===== src/logic/tcc_pkg.sv =====
// Shared constants and types of the sixteen-bit counter core
`default_nettype none
package tcc_pkg;
	// ****************************************
	// I/O location map
	// ****************************************
	localparam logic [7:0] ADR_CTRL_FIRST = 8'h00; // Control register, first
	localparam logic [7:0] ADR_CTRL_SECOND = 8'h01; // Control register, second
	localparam logic [7:0] ADR_FLAGS = 8'h02; // Overflow flag, write one clears
	localparam logic [7:0] ADR_CNT_LO = 8'h04; // count_value_lower
	localparam logic [7:0] ADR_CNT_HI = 8'h05; // count_value_upper, via holding reg
	localparam logic [7:0] ADR_CAP_LO = 8'h06; // Capture value, low byte
	localparam logic [7:0] ADR_CAP_HI = 8'h07; // Capture value, high byte via holding
	localparam logic [7:0] ADR_CMPA_LO = 8'h08; // Compare A, low byte
	localparam logic [7:0] ADR_CMPA_HI = 8'h09; // Compare A, high byte read direct
	localparam logic [7:0] ADR_CMPB_LO = 8'h0A; // Compare B, low byte
	localparam logic [7:0] ADR_CMPB_HI = 8'h0B; // Compare B, high byte read direct

	// ****************************************
	// Field positions and reset values
	// ****************************************
	localparam int WGM_LO_POS = 0; // Mode bits 1:0 in first control register
	localparam int WGM_HI_POS = 3; // Mode bits 3:2 in second control register
	localparam int CS_POS = 0; // Clock select bits 2:0 in second control register
	localparam int OVF_POS = 0; // Overflow flag bit in flag register
	localparam logic [7:0] BYTE_RST = 8'h00; // Reset value of every byte register
	localparam logic [15:0] WORD_RST = 16'h0000; // Reset value of every word register

	// ****************************************
	// Count limits and clock selects
	// ****************************************
	localparam logic [15:0] CNT_MAX = 16'hFFFF; // Full-scale count
	localparam logic [15:0] CNT_FLOOR = 16'h0000; // Count_floor_indication of the count
	localparam logic [15:0] TOP_8BIT = 16'h00FF; // Fixed eight-bit top
	localparam logic [15:0] TOP_9BIT = 16'h01FF; // Fixed nine-bit top
	localparam logic [15:0] TOP_10BIT = 16'h03FF; // Fixed ten-bit top
	localparam logic [2:0] CS_STOP = 3'h0; // No timer clock
	localparam logic [2:0] CS_DIV1 = 3'h1; // System clock
	localparam logic [2:0] CS_DIV8 = 3'h2; // Divide by 8
	localparam logic [2:0] CS_DIV64 = 3'h3; // Divide by 64
	localparam logic [2:0] CS_DIV256 = 3'h4; // Divide by 256
	localparam logic [2:0] CS_DIV1024 = 3'h5; // Divide by 1024
	localparam logic [2:0] CS_EXT_FALL = 3'h6; // External pin, falling edge
	localparam logic [2:0] CS_EXT_RISE = 3'h7; // External pin, rising edge
	localparam logic [9:0] MASK_DIV8 = 10'h007; // Prescale tap masks
	localparam logic [9:0] MASK_DIV64 = 10'h03F;
	localparam logic [9:0] MASK_DIV256 = 10'h0FF;
	localparam logic [9:0] MASK_DIV1024 = 10'h3FF;

	// ****************************************
	// Types
	// ****************************************
	typedef enum logic {DIR_UP = 1'b0, DIR_DOWN = 1'b1} tcc_dir_e; // Count direction

	typedef struct packed {
		logic rd; // Read strobe, one cycle
		logic wr; // Write strobe, one cycle
		logic [7:0] addr; // I/O location
		logic [7:0] wdata; // Write data
	} tcc_bus_s;
endpackage : tcc_pkg
`default_nettype wire


===== src/logic/tcc_clk_select.sv =====
// Timer clock selection: prescaler taps and external edge
`timescale 1ns/1ps
`default_nettype none
module tcc_clk_select #(
	parameter int PRE_W = 10 // Prescaler width, must reach 1024
) (
	input wire logic clk,
	input wire logic nrst,
	input wire logic [2:0] clock_source_select,
	input wire logic ext_clk_pin,
	output logic timer_tick
);
	// ****************************************
	// Elaboration check
	// ****************************************
	if (PRE_W < 10) begin : g_bad_width
		$error("tcc_clk_select: PRE_W below 10");
	end

	logic [PRE_W-1:0] pre_ff; // Free running prescaler
	logic [PRE_W-1:0] nxt_pre_ff;
	logic ext_prev_ff; // Last sample of the external pin
	logic nxt_ext_prev_ff;
	logic tick_ff; // Registered timer tick
	logic nxt_tick_ff;

	// Tap test: all low bits of the prescaler set
	function automatic logic tap_hit(input logic [9:0] pre, input logic [9:0] mask);
		tap_hit = ((pre & mask) == mask);
	endfunction : tap_hit

	// ****************************************
	// Next tick from the selected source
	// ****************************************
	always_comb begin
		nxt_pre_ff = pre_ff + 1'b1;
		nxt_ext_prev_ff = ext_clk_pin;
		case (clock_source_select)
			tcc_pkg::CS_STOP: nxt_tick_ff = 1'b0;
			tcc_pkg::CS_DIV1: nxt_tick_ff = 1'b1;
			tcc_pkg::CS_DIV8: nxt_tick_ff = tap_hit(pre_ff[9:0], tcc_pkg::MASK_DIV8);
			tcc_pkg::CS_DIV64: nxt_tick_ff = tap_hit(pre_ff[9:0], tcc_pkg::MASK_DIV64);
			tcc_pkg::CS_DIV256: nxt_tick_ff = tap_hit(pre_ff[9:0], tcc_pkg::MASK_DIV256);
			tcc_pkg::CS_DIV1024: nxt_tick_ff = tap_hit(pre_ff[9:0], tcc_pkg::MASK_DIV1024);
			tcc_pkg::CS_EXT_FALL: nxt_tick_ff = ext_prev_ff & ~ext_clk_pin;
			tcc_pkg::CS_EXT_RISE: nxt_tick_ff = ~ext_prev_ff & ext_clk_pin;
			default: nxt_tick_ff = 1'b0;
		endcase
	end

	// Register stage
	always_ff @(posedge clk) begin
		if (!nrst) begin
			pre_ff <= '0;
			ext_prev_ff <= 1'b0;
			tick_ff <= 1'b0;
		end else begin
			pre_ff <= nxt_pre_ff;
			ext_prev_ff <= nxt_ext_prev_ff;
			tick_ff <= nxt_tick_ff;
		end
	end

	assign timer_tick = tick_ff;
endmodule : tcc_clk_select
`default_nettype wire


===== src/logic/tcc_count_step.sv =====
// Count sequencer: next count, direction, top and overflow event
`timescale 1ns/1ps
`default_nettype none
module tcc_count_step (
	input wire logic [15:0] cnt,
	input wire tcc_pkg::tcc_dir_e dir,
	input wire logic [3:0] waveform_mode_field,
	input wire logic [15:0] cmpa,
	input wire logic [15:0] cap,
	input wire logic timer_tick,
	output logic [15:0] nxt_cnt,
	output tcc_pkg::tcc_dir_e nxt_dir,
	output logic ovf_evt,
	output logic [15:0] top_val
);
	logic dual; // Up-down sequence
	logic ovf_at_max; // Modes 4 and C flag overflow at full scale

	// ****************************************
	// Top and sequence by mode
	// ****************************************
	always_comb begin
		case (waveform_mode_field)
			4'h0: top_val = tcc_pkg::CNT_MAX;
			4'h1, 4'h5: top_val = tcc_pkg::TOP_8BIT;
			4'h2, 4'h6: top_val = tcc_pkg::TOP_9BIT;
			4'h3, 4'h7: top_val = tcc_pkg::TOP_10BIT;
			4'h4, 4'h9, 4'hB, 4'hF: top_val = cmpa;
			4'h8, 4'hA, 4'hC, 4'hE: top_val = cap;
			default: top_val = tcc_pkg::CNT_MAX;
		endcase
		dual = (waveform_mode_field inside {4'h1, 4'h2, 4'h3, 4'h8, 4'h9, 4'hA, 4'hB});
		ovf_at_max = (waveform_mode_field == 4'h4) || (waveform_mode_field == 4'hC);
	end

	// ****************************************
	// One step per tick
	// ****************************************
	always_comb begin
		nxt_cnt = cnt;
		nxt_dir = dir;
		ovf_evt = 1'b0;
		if (timer_tick) begin
			if (dual) begin
				// Turn at top going up, at count_floor_indication going down
				ovf_evt = (cnt == tcc_pkg::CNT_FLOOR);
				if (dir == tcc_pkg::DIR_UP && cnt >= top_val) begin
					nxt_dir = tcc_pkg::DIR_DOWN;
					nxt_cnt = cnt - 16'h0001;
				end else if (dir == tcc_pkg::DIR_DOWN && cnt == tcc_pkg::CNT_FLOOR) begin
					nxt_dir = tcc_pkg::DIR_UP;
					nxt_cnt = cnt + 16'h0001;
				end else if (dir == tcc_pkg::DIR_DOWN) begin
					nxt_cnt = cnt - 16'h0001;
				end else begin
					nxt_cnt = cnt + 16'h0001;
				end
			end else begin
				nxt_dir = tcc_pkg::DIR_UP;
				ovf_evt = ovf_at_max ? (cnt == tcc_pkg::CNT_MAX) : (cnt == top_val);
				nxt_cnt = (cnt == top_val) ? tcc_pkg::CNT_FLOOR : cnt + 16'h0001;
			end
		end
	end
endmodule : tcc_count_step
`default_nettype wire


===== src/logic/tcc_core.sv =====
// Sixteen-bit counter core with shared high-byte holding register
//
// Functional notes
// Counter seen as upper and lower byte
// Upper-byte access reaches holding register only
// Low read captures high; low write loads
// Whole sixteen bits move in one cycle
// Software masks interrupts around two-byte access
// Software may reuse one loaded high byte
// Three-bit select picks timer clock source
// Count steps by one; clear zeroes all
// Top and count_floor_indication indications from count
// Mode decides clear, increment or decrement
// Select zero stops clock, count holds
// CPU access works with clock stopped
// CPU write beats same-cycle count or clear
// Four-bit mode field split over controls
// Overflow flag set at mode-defined point
// Software avoids risky writes while counting
// One holding register for all words
// Write high first; read low first
// Compare high byte read directly
// Reset zeroes counter, holding, clock select
`timescale 1ns/1ps
`default_nettype none
module tcc_core #(
	parameter int CNT_W = 16 // Counter width, fixed by byte map
) (
	input wire logic clk,
	input wire logic nrst,
	input wire tcc_pkg::tcc_bus_s io_req,
	input wire logic ext_clk_pin,
	output logic [7:0] io_rdata_ff,
	output logic overflow_flag_ff,
	output logic count_top_ff,
	output logic count_floor_indication_ff
);
	// ****************************************
	// Elaboration check
	// ****************************************
	if (CNT_W != 16) begin : g_bad_width
		$error("tcc_core: CNT_W must be 16");
	end

	// ****************************************
	// State
	// ****************************************
	logic [15:0] count_value_ff; // The counter
	logic [15:0] nxt_count_value_ff;
	logic [7:0] hold_ff; // Shared high-byte holding register
	logic [7:0] nxt_hold_ff;
	logic [15:0] cmpa_ff; // Compare A
	logic [15:0] nxt_cmpa_ff;
	logic [15:0] cmpb_ff; // Compare B
	logic [15:0] nxt_cmpb_ff;
	logic [15:0] cap_ff; // Capture value
	logic [15:0] nxt_cap_ff;
	logic [7:0] ctrl_first_ff; // control_reg_first
	logic [7:0] nxt_ctrl_first_ff;
	logic [7:0] ctrl_second_ff; // control_reg_second
	logic [7:0] nxt_ctrl_second_ff;
	tcc_pkg::tcc_dir_e dir_ff; // Count direction
	tcc_pkg::tcc_dir_e nxt_dir_ff;
	logic nxt_overflow_flag_ff;
	logic [7:0] nxt_io_rdata_ff;
	logic nxt_count_top_ff;
	logic nxt_count_floor_ff;

	// ****************************************
	// Decoded fields and helpers
	// ****************************************
	logic [2:0] clock_source_select; // Clock select field
	logic [3:0] waveform_mode_field; // Mode field, two halves
	logic timer_tick; // One-cycle count enable
	logic [15:0] step_cnt; // Counter after this tick
	tcc_pkg::tcc_dir_e step_dir; // Direction after this tick
	logic step_ovf; // Overflow point reached
	logic [15:0] top_val; // Top for the mode
	logic cnt_wr; // Low-byte write to the counter

	assign clock_source_select = ctrl_second_ff[tcc_pkg::CS_POS +: 3];
	assign waveform_mode_field = {ctrl_second_ff[tcc_pkg::WGM_HI_POS +: 2],
		ctrl_first_ff[tcc_pkg::WGM_LO_POS +: 2]};
	assign cnt_wr = io_req.wr && (io_req.addr == tcc_pkg::ADR_CNT_LO);

	// Access decode for one location
	function automatic logic hit(input tcc_pkg::tcc_bus_s r, input logic [7:0] a, input logic w);
		hit = (w ? r.wr : r.rd) && (r.addr == a);
	endfunction : hit

	// ****************************************
	// Submodules
	// ****************************************
	tcc_clk_select #(.PRE_W(10)) u_clk_select (
		.clk(clk),
		.nrst(nrst),
		.clock_source_select(clock_source_select),
		.ext_clk_pin(ext_clk_pin),
		.timer_tick(timer_tick)
	);

	tcc_count_step u_count_step (
		.cnt(count_value_ff),
		.dir(dir_ff),
		.waveform_mode_field(waveform_mode_field),
		.cmpa(cmpa_ff),
		.cap(cap_ff),
		.timer_tick(timer_tick),
		.nxt_cnt(step_cnt),
		.nxt_dir(step_dir),
		.ovf_evt(step_ovf),
		.top_val(top_val)
	);

	// ****************************************
	// Next values of counter and registers
	// ****************************************
	always_comb begin
		nxt_hold_ff = hold_ff;
		nxt_cmpa_ff = cmpa_ff;
		nxt_cmpb_ff = cmpb_ff;
		nxt_cap_ff = cap_ff;
		nxt_ctrl_first_ff = ctrl_first_ff;
		nxt_ctrl_second_ff = ctrl_second_ff;
		// Count path, CPU write overrides below
		nxt_count_value_ff = step_cnt;
		nxt_dir_ff = step_dir;
		nxt_overflow_flag_ff = overflow_flag_ff;
		// Flag clear by writing one; a same-cycle set wins
		if (hit(io_req, tcc_pkg::ADR_FLAGS, 1'b1) && io_req.wdata[tcc_pkg::OVF_POS]) begin
			nxt_overflow_flag_ff = 1'b0;
		end
		if (cnt_wr) begin
			// Holding byte and written byte land together
			nxt_count_value_ff = {hold_ff, io_req.wdata};
			nxt_dir_ff = dir_ff;
		end else if (step_ovf) begin
			nxt_overflow_flag_ff = 1'b1;
		end
		// High-byte writes all land in the one holding register
		if (hit(io_req, tcc_pkg::ADR_CNT_HI, 1'b1) || hit(io_req, tcc_pkg::ADR_CAP_HI, 1'b1)
			|| hit(io_req, tcc_pkg::ADR_CMPA_HI, 1'b1) || hit(io_req, tcc_pkg::ADR_CMPB_HI, 1'b1)) begin
			nxt_hold_ff = io_req.wdata;
		end
		// Low-byte reads that fill the holding register
		if (hit(io_req, tcc_pkg::ADR_CNT_LO, 1'b0)) begin
			nxt_hold_ff = count_value_ff[15:8];
		end else if (hit(io_req, tcc_pkg::ADR_CAP_LO, 1'b0)) begin
			nxt_hold_ff = cap_ff[15:8];
		end
		// Low-byte writes of the other words
		if (hit(io_req, tcc_pkg::ADR_CMPA_LO, 1'b1)) begin
			nxt_cmpa_ff = {hold_ff, io_req.wdata};
		end
		if (hit(io_req, tcc_pkg::ADR_CMPB_LO, 1'b1)) begin
			nxt_cmpb_ff = {hold_ff, io_req.wdata};
		end
		if (hit(io_req, tcc_pkg::ADR_CAP_LO, 1'b1)) begin
			nxt_cap_ff = {hold_ff, io_req.wdata};
		end
		if (hit(io_req, tcc_pkg::ADR_CTRL_FIRST, 1'b1)) begin
			nxt_ctrl_first_ff = io_req.wdata;
		end
		if (hit(io_req, tcc_pkg::ADR_CTRL_SECOND, 1'b1)) begin
			nxt_ctrl_second_ff = io_req.wdata;
		end
		// Indications follow the counter register
		nxt_count_top_ff = (nxt_count_value_ff == top_val);
		nxt_count_floor_ff = (nxt_count_value_ff == tcc_pkg::CNT_FLOOR);
	end

	// ****************************************
	// Read data, registered one cycle after the strobe
	// ****************************************
	always_comb begin
		nxt_io_rdata_ff = io_rdata_ff;
		if (io_req.rd) begin
			case (io_req.addr)
				tcc_pkg::ADR_CTRL_FIRST: nxt_io_rdata_ff = ctrl_first_ff;
				tcc_pkg::ADR_CTRL_SECOND: nxt_io_rdata_ff = ctrl_second_ff;
				tcc_pkg::ADR_FLAGS: nxt_io_rdata_ff = {7'h00, overflow_flag_ff};
				tcc_pkg::ADR_CNT_LO: nxt_io_rdata_ff = count_value_ff[7:0];
				tcc_pkg::ADR_CNT_HI: nxt_io_rdata_ff = hold_ff;
				tcc_pkg::ADR_CAP_LO: nxt_io_rdata_ff = cap_ff[7:0];
				tcc_pkg::ADR_CAP_HI: nxt_io_rdata_ff = hold_ff;
				tcc_pkg::ADR_CMPA_LO: nxt_io_rdata_ff = cmpa_ff[7:0];
				tcc_pkg::ADR_CMPA_HI: nxt_io_rdata_ff = cmpa_ff[15:8];
				tcc_pkg::ADR_CMPB_LO: nxt_io_rdata_ff = cmpb_ff[7:0];
				tcc_pkg::ADR_CMPB_HI: nxt_io_rdata_ff = cmpb_ff[15:8];
				default: nxt_io_rdata_ff = tcc_pkg::BYTE_RST;
			endcase
		end
	end

	// ****************************************
	// Register stage
	// ****************************************
	always_ff @(posedge clk) begin
		if (!nrst) begin
			count_value_ff <= tcc_pkg::WORD_RST;
			hold_ff <= tcc_pkg::BYTE_RST;
			ctrl_second_ff <= tcc_pkg::BYTE_RST;
			ctrl_first_ff <= tcc_pkg::BYTE_RST;
			cmpa_ff <= tcc_pkg::WORD_RST;
			cmpb_ff <= tcc_pkg::WORD_RST;
			cap_ff <= tcc_pkg::WORD_RST;
			dir_ff <= tcc_pkg::DIR_UP;
			overflow_flag_ff <= 1'b0;
			io_rdata_ff <= tcc_pkg::BYTE_RST;
			count_top_ff <= 1'b0;
			count_floor_indication_ff <= 1'b1;
		end else begin
			count_value_ff <= nxt_count_value_ff;
			hold_ff <= nxt_hold_ff;
			ctrl_second_ff <= nxt_ctrl_second_ff;
			ctrl_first_ff <= nxt_ctrl_first_ff;
			cmpa_ff <= nxt_cmpa_ff;
			cmpb_ff <= nxt_cmpb_ff;
			cap_ff <= nxt_cap_ff;
			dir_ff <= nxt_dir_ff;
			overflow_flag_ff <= nxt_overflow_flag_ff;
			io_rdata_ff <= nxt_io_rdata_ff;
			count_top_ff <= nxt_count_top_ff;
			count_floor_indication_ff <= nxt_count_floor_ff;
		end
	end
endmodule : tcc_core
`default_nettype wire


===== config.mk =====
export PLATFORM = sky130hd
export DESIGN_NAME = tcc_core
export DESIGN_NICKNAME = d
export VERILOG_FILES = /design/src/logic/tcc_pkg.sv /design/src/logic/tcc_clk_select.sv /design/src/logic/tcc_count_step.sv /design/src/logic/tcc_core.sv
export SDC_FILE = /design/constraint.sdc
export NUM_CORES = 1
export LEC_CHECK = 0
export BUFFER_PORTS_ARGS = -buffer_cell sky130_fd_sc_hd__buf_4
export CAP_MARGIN = 5
export CORE_ASPECT_RATIO = 1.75
export CORE_UTILIZATION = 30
export CTS_BUF_LIST = sky130_fd_sc_hd__clkbuf_4 sky130_fd_sc_hd__clkbuf_8
export DETAILED_ROUTE_END_ITERATION = 10
export GPL_TIMING_DRIVEN = 0
export MAX_ROUTING_LAYER = met4
export PLACE_DENSITY = 0.55
export SYNTH_ARGS = -nofsm -noshare
export SYNTH_HDL_FRONTEND = slang
export SYNTH_SLANG_ARGS = --single-unit

===== constraint.sdc =====
create_clock -name clk -period 5.5 [get_ports clk]
set_input_delay 1.65 -clock clk [delete_from_list [all_inputs] [get_ports clk]]
set_output_delay 1.65 -clock clk [all_outputs]
set_load 0.03 [all_outputs]

# Word level (Yosys, flattened, before mapping)
# Cells that the tools add are included.
[op_classes] order_cmp=1 add_sub_neg=3 bitwise_logic=6 reduce_logical=33 muxes=22 n_eq_ne=39
[op_table] cell="two-way mux 16 bit" count=7
[op_table] cell="one-hot mux 16 bit (5 select lines)" count=1
[op_table] cell="one-hot mux 8 bit (10 select lines)" count=1
[op_table] cell="equality test 16 bit" count=2
[op_table] cell="equality test 8 x 3 -> 1 bit, second input constant" count=4
[op_table] cell="equality test 8 x 4 -> 1 bit, second input constant" count=4
[op_table] cell="logical NOT 16 bit" count=2
[op_table] cell="equality test 4 bit, second input constant" count=7
[op_table] cell="two-way mux 8 bit" count=3
[op_table] cell="adder 16 x 1 -> 16 bit, second input constant" count=1
[op_table] cell="equality test 16 bit, second input constant" count=1
[op_table] cell="equality test 4 x 3 -> 1 bit, second input constant" count=4
[op_table] cell=">= comparator 16 bit" count=1
[op_table] cell="logical AND 1 bit" count=16
[op_table] cell="subtractor 16 x 1 -> 16 bit, second input constant" count=1
[op_table] cell="equality test 3 bit, second input constant" count=5
[op_table] cell="adder 10 x 1 -> 10 bit, second input constant" count=1
[op_table] cell="equality test 10 bit, second input constant" count=1
[op_table] cell="two-way mux 1 bit" count=9
[op_table] cell="equality test 4 x 2 -> 1 bit, second input constant" count=2
[op_table] cell="equality test 8 x 1 -> 1 bit, second input constant" count=1
[op_table] cell="equality test 8 x 2 -> 1 bit, second input constant" count=1
[op_table] cell="equality test 8 bit, second input constant" count=1
[op_table] cell="logical NOT 8 bit" count=1
[op_table] cell="15 further kinds" count=27
[totals] inputBits=21 regBits=112 elab_cells=119 output_inout_bits=11

# Longest topological paths before layout
[depth] word_depth=10 depth_mapped=17 ltp_nobuf=15

# Hierarchy
# A second synthesis with hierarchy kept.
[unflattened] hier_cells=965 hier_area_um2=7518.5
[modules_own_cells] mod="tcc_core" area_per_inst_um2=5102.4 cells_per_inst=607 n_inst=1 seq_area_each_um2=2001.9
[modules_own_cells] mod="tcc_count_step" area_per_inst_um2=1890.6 cells_per_inst=301 n_inst=1 seq_area_each_um2=0.0
[modules_own_cells] mod="tcc_clk_select" area_per_inst_um2=525.5 cells_per_inst=57 n_inst=1 seq_area_each_um2=240.2

# Worst setup path after synthesis
# No wires, ideal clock.
[synth_path] path_type="input to register" startpoint="in io_req[11] (netlist bit)" endpoint="reg count_top_ff" setup_time_ns=0.103 arrival_ns=4.277 path_slack_ns=1.119 n_path_buf=1 cell_stages=11 required_time_ns=5.397 cell_sequence="buf_2 or4b_1 o31ai_2 a21oi_1 nand2_1 inv_1 a221oi_1 xnor2_1 nand4bb_1 or4_1 a2111oi_2"
[synth_via] elab_chain_cells=4
[synth_rtl] item="start, declared" line="tcc_core.sv:31" source="input wire tcc_pkg::tcc_bus_s io_req,"
[synth_rtl] item="equality test 8 x 3 -> 1 bit" line="tcc_core.sv:84" source="assign cnt_wr = io_req.wr && (io_req.addr == tcc_pkg::ADR_CNT_LO);"
[synth_rtl] item="logical AND 1 bit" line="tcc_core.sv:84"
[synth_rtl] item="two-way mux 16 bit" line="tcc_core.sv:133" source="if (cnt_wr) begin"
[synth_rtl] item="equality test 16 bit" line="tcc_core.sv:168" source="nxt_count_top_ff = (nxt_count_value_ff == top_val);"
[synth_rtl] item="end signal, assigned" line="tcc_core.sv:223" source="count_top_ff <= nxt_count_top_ff;"
[synth_rtl] item="end, declared" line="tcc_core.sv:35" source="output logic count_top_ff,"
# No other way between the ends.
# A chain may end at the register's enable or synchronous reset.

# Final worst setup path
[layout_path] startpoint="reg ctrl_first_ff[0]" endpoint="reg count_top_ff"
[layout_via] elab_chain_cells=10 elab_cells_between_ends=30 classes_between="1 x order compare; 16 x eq/ne; 6 x mux; 7 x reduce/logical"
[layout_rtl] item="start, declared" line="tcc_core.sv:58" source="logic [7:0] ctrl_first_ff;"
[layout_rtl] item="start signal, assigned" line="tcc_core.sv:203" source="ctrl_first_ff <= tcc_pkg::BYTE_RST;"
[layout_rtl] item="start signal, assigned" line="tcc_core.sv:216" source="ctrl_first_ff <= nxt_ctrl_first_ff;"
[layout_rtl] item="equality test 4 bit (tied with other cells)" line="tcc_count_step.sv:23" source="case (waveform_mode_field)"
[layout_rtl] item="OR reduction 4 bit or OR reduction 2 bit (tied branches)" line="tcc_count_step.sv:23"
[layout_rtl] item="one-hot mux 16 bit (5 select lines)" line="tcc_count_step.sv:23"
[layout_rtl] item=">= comparator 16 bit" line="tcc_count_step.sv:47" source="if (dir == tcc_pkg::DIR_UP && cnt >= top_val) begin"
[layout_rtl] item="logical AND 1 bit" line="tcc_count_step.sv:47"
[layout_rtl] item="two-way mux 16 bit" line="tcc_count_step.sv:47"
[layout_rtl] item="two-way mux 16 bit" line="tcc_count_step.sv:44" source="if (dual) begin"
[layout_rtl] item="two-way mux 16 bit" line="tcc_count_step.sv:43" source="if (timer_tick) begin"
[layout_rtl] item="two-way mux 16 bit" line="tcc_core.sv:133"
[layout_rtl] item="equality test 16 bit (*)" line="tcc_core.sv:168"
# Mark *: on every way between the ends. The rest lies on a longest branch, timed or not.

==> results.cfg <==
[status]
outcome = completed

[synth]
ys_warn_count = 0
async_reset_ff_frac = 0
syn_inst = 993
ys_ff_latch = 112
synth_ff_type = dfxtp_1
synth_area_mm2 = 0.00747
avgSynthCellArea_um2 = 7.52
ys_types = 90
synth_edf_count = 0
syn_nets = 1034
seq_area_frac_synth = 0.300

[global_routing]
antenna_found_initial = 1
grt_max_degree = 20
gr-usage-all-layers = 0.304
grt_remaining_overflow = 0
grt_pass1_wl_mm = 53.2
grt_pass1_vias = 7974

[timing]
slew_headroom = 0.118
setup_viol = 0
post-route-min-period_ns = 5.48
finalHoldViolCount = 0
fin_skew_ns = 0.0114
fmax_ghz = 0.183
rsz0062_at_grt = false
slew_viol_final = 0
worstMarginPinSlew_ns = 1.31
fin_crit_sh = 0.996

[power_and_ir_drop]
leakage_uw = 0.00302
vdd_drop_max_mv = 0.141
total_power_uw = 1620
power.density_mw_per_mm2 = 191

[setup_path]
crit_fanout = 10
slowest_stage = or4_1
max_stage_delay_ns = 0.60
worstSetupEndpointType = register
start_kind = register
worstPathRequired_ns = 5.84
worstPathArrival_ns = 5.82
worstPathCellList = buf_2 -> and2_1 -> mux2i_4 -> buf_4 -> o22ai_2 -> ha_1 -> nand4_1 -> nor4_4 -> buf_4 -> a21oi_1 -> nand2_1 -> nor2_1 -> o22ai_1 -> nor4_1 -> nand4_1 -> or4_1 -> a2111oi_2
path_class = register to register

[placement]
io_buffers = 25
place_inst = 1330
place_congestion = 1.01
hpwl_mm = 28.4

[route]
ant_nets = 0
via_per_inst = 6.00
vias = 8160
drtIter0Drc = 571
wl_per_cell_um = 27.1
drcViolationCount = 0
finalWirelength_mm = 36.9
firstDrtPassIters = 5

[cells_and_area]
nFillCells = 2719
multiInputGateArea_mm2 = 0.00494
area_growth_syn_to_layout_pct = 13.7
seqCellArea_mm2 = 0.00224
fin_cells = 1359
drive_above_1_share = 0.124
nets = 1082

[clock_tree]
hold_buffers = 0
cts_sinks = 112
path_clk_slew_ns = 0.12
clk_latency_ns = 0.43
clockBufferDepth = 2
cts-root-buf = clkbuf_8
cts_tree = done
htreeDepth = 3
cts_buffers = 9

[die]
pin_count = 32
core_mm2 = 0.0245
die_height_um = 211
rows = 76
die_x_um = 121
die_area_mm2 = 0.0256
initial_utilization = 0.304

[job]
drv_cap = 0

[hold_path]
hold_path_class = register to register
[worst max-delay path: cells and delay by family (launching register included)]
kind / cells / cell delay [ns]
AND/OR/NAND/NOR: 8 / 2.49
flip-flops: 1 / 0.39
multiplexers: 1 / 0.17
buffers and inverters: 3 / 0.65
adder cells (fa/ha/maj): 1 / 0.36
AO/OA/AOI/OAI: 4 / 1.31
[sequential cells by signal (all words and copies together) (netlist names)]
| name | flops |
|---|---|
| count_floor_indication_ff | 1 |
| overflow_flag_ff | 1 |
| count_top_ff | 1 |
| ctrl_second_ff | 8 |
| u_clk_select.pre_ff | 10 |
| cap_ff | 16 |
| cmpa_ff | 16 |
| hold_ff | 8 |
| io_rdata_ff | 8 |
| cmpb_ff | 16 |
| u_clk_select.timer_tick | 1 |
| ctrl_first_ff | 8 |
| u_clk_select.ext_prev_ff | 1 |
| dir_ff | 1 |
| count_value_ff | 16 |
[path summary, 6_finish.rpt]
kind	startpoint	end	slack, ns	cells after the start
worst min register to register	cmpb_ff[10]$_SDFFE_PN0P_	cmpb_ff[10]$_SDFFE_PN0P_	0.46	2
worst max register to register	ctrl_first_ff[0]$_SDFFE_PN0P_	count_top_ff$_SDFF_PN0_	0.02	17
worst max-delay path	ctrl_first_ff[0]$_SDFFE_PN0P_	count_top_ff$_SDFF_PN0_	0.02	17
worst min-delay path	cmpb_ff[10]$_SDFFE_PN0P_	cmpb_ff[10]$_SDFFE_PN0P_	0.46	2
[repair_timing]
item / CTS / global route
gates cloned: 0 / 0
endpoints found under the setup margin: 2 / 2
pin swaps: 2 / 5
gates resized for setup: 10 / 20
buffers inserted: 4 / 8
[synth_stat cells, types with 4 or more instances]
| cell | instances | share of area |
|---|---|---|
| nor2_1 | 71 | 0.036 |
| nor2b_1 | 7 | 0.0059 |
| clkbuf_1 | 45 | 0.023 |
| a22o_1 | 9 | 0.011 |
| o211a_1 | 5 | 0.0067 |
| nor3_1 | 24 | 0.016 |
| and3_1 | 12 | 0.010 |
| nand2_1 | 160 | 0.080 |
| o31ai_2 | 5 | 0.0084 |
| mux2i_1 | 24 | 0.032 |
| o21ai_0 | 30 | 0.020 |
| a31oi_1 | 10 | 0.0084 |
| a222oi_1 | 6 | 0.0080 |
| o22ai_1 | 19 | 0.016 |
| o211ai_1 | 9 | 0.0090 |
| or3_1 | 6 | 0.0050 |
| nor4_1 | 10 | 0.0084 |
| a211oi_1 | 4 | 0.0040 |
| dfxtp_1 | 112 | 0.30 |
| or2_2 | 5 | 0.0042 |
| nand3_1 | 57 | 0.038 |
| and2_1 | 14 | 0.012 |
| a211o_1 | 4 | 0.0047 |
| nand2b_1 | 5 | 0.0042 |
| ha_1 | 20 | 0.034 |
| inv_1 | 23 | 0.012 |
| xnor2_1 | 12 | 0.014 |
| nor4b_1 | 4 | 0.0047 |
| and4_1 | 4 | 0.0047 |
| buf_6 | 5 | 0.0075 |
| a221oi_1 | 12 | 0.014 |
| nand4_1 | 21 | 0.018 |
| o22a_1 | 7 | 0.0082 |
| a21oi_1 | 119 | 0.080 |
| buf_2 | 10 | 0.0067 |
| xor2_1 | 14 | 0.016 |
| a22oi_1 | 5 | 0.0050 |
[report_power, final]
part           leakage (uW)  internal [uW]  total [uW]  switching [uW]
clock network      0.000113            244         578             334
registers          0.000904            819         827            8.43
logic               0.00200           68.4         219             151
[cells by family (layout without fill, tap and decap cells)]
logic type / after synthesis / count (layout) / synth area share
xor gates and xnor gates: 26 / 26 / 0.0305
buffers and inverters: 93 / 146 / 0.0549
adders and majority gates: 20 / 20 / 0.0335
and+or+nand+nor: 425 / 425 / 0.280
DFF: 112 / 112 / 0.300
muxes: 27 / 27 / 0.0382
other: 0 / 1 / 0
AOI/OAI and AO/OA: 290 / 290 / 0.262
[cells in the final DEF (no fill, tap or decap), types with 21 or more instances in the layout]
cell type,netlist,layout
a21oi_1,119,119
nor3_1,24,21
mux2i_1,24,24
nand3_1,57,57
inv_1,23,23
o21ai_0,30,27
clkbuf_1,45,44
dfxtp_1,112,111
buf_4,2,39
nor2_1,71,71
nand4_1,21,21
nand2_1,160,159
[area by class of cell]
class / instances / share of cell area
Antenna cell: 1 / 0.000295
Clock inverter: 5 / 0.00855
Sequential cell: 112 / 0.264
Multi-Input combinational cell: 788 / 0.582
Buffer: 68 / 0.0374
Tap cell: 312 / 0.0460
Inverter: 25 / 0.0115
Clock buffer: 11 / 0.0178
Timing Repair Buffer: 37 / 0.0327
[routing by layer]
metal,share of wire,up-vias,GRT usage
met2,0.52,328,0.531
met1,0.34,3931,0.290
met3,0.045,153,0.0429
met4,0.095,0,0.259
li1,-,3748,-
met5,0,-,-
[through the flow]
step                TNS (ns)  area (um^2)  hold slack, ns  utilization  worst slack, ns
finish                     0         8490           0.461        0.346           0.0206
global route               0         8490           0.488        0.346          0.00607
CTS                        0         8350           0.465        0.340           0.0411
detailed placement     -1.31         8050           0.449        0.328           -0.807
global placement       -1.38         8050           0.442        0.328           -0.857
floorplan                  0         7470           0.426            -             1.12
(Power assumes the default switching activity.)
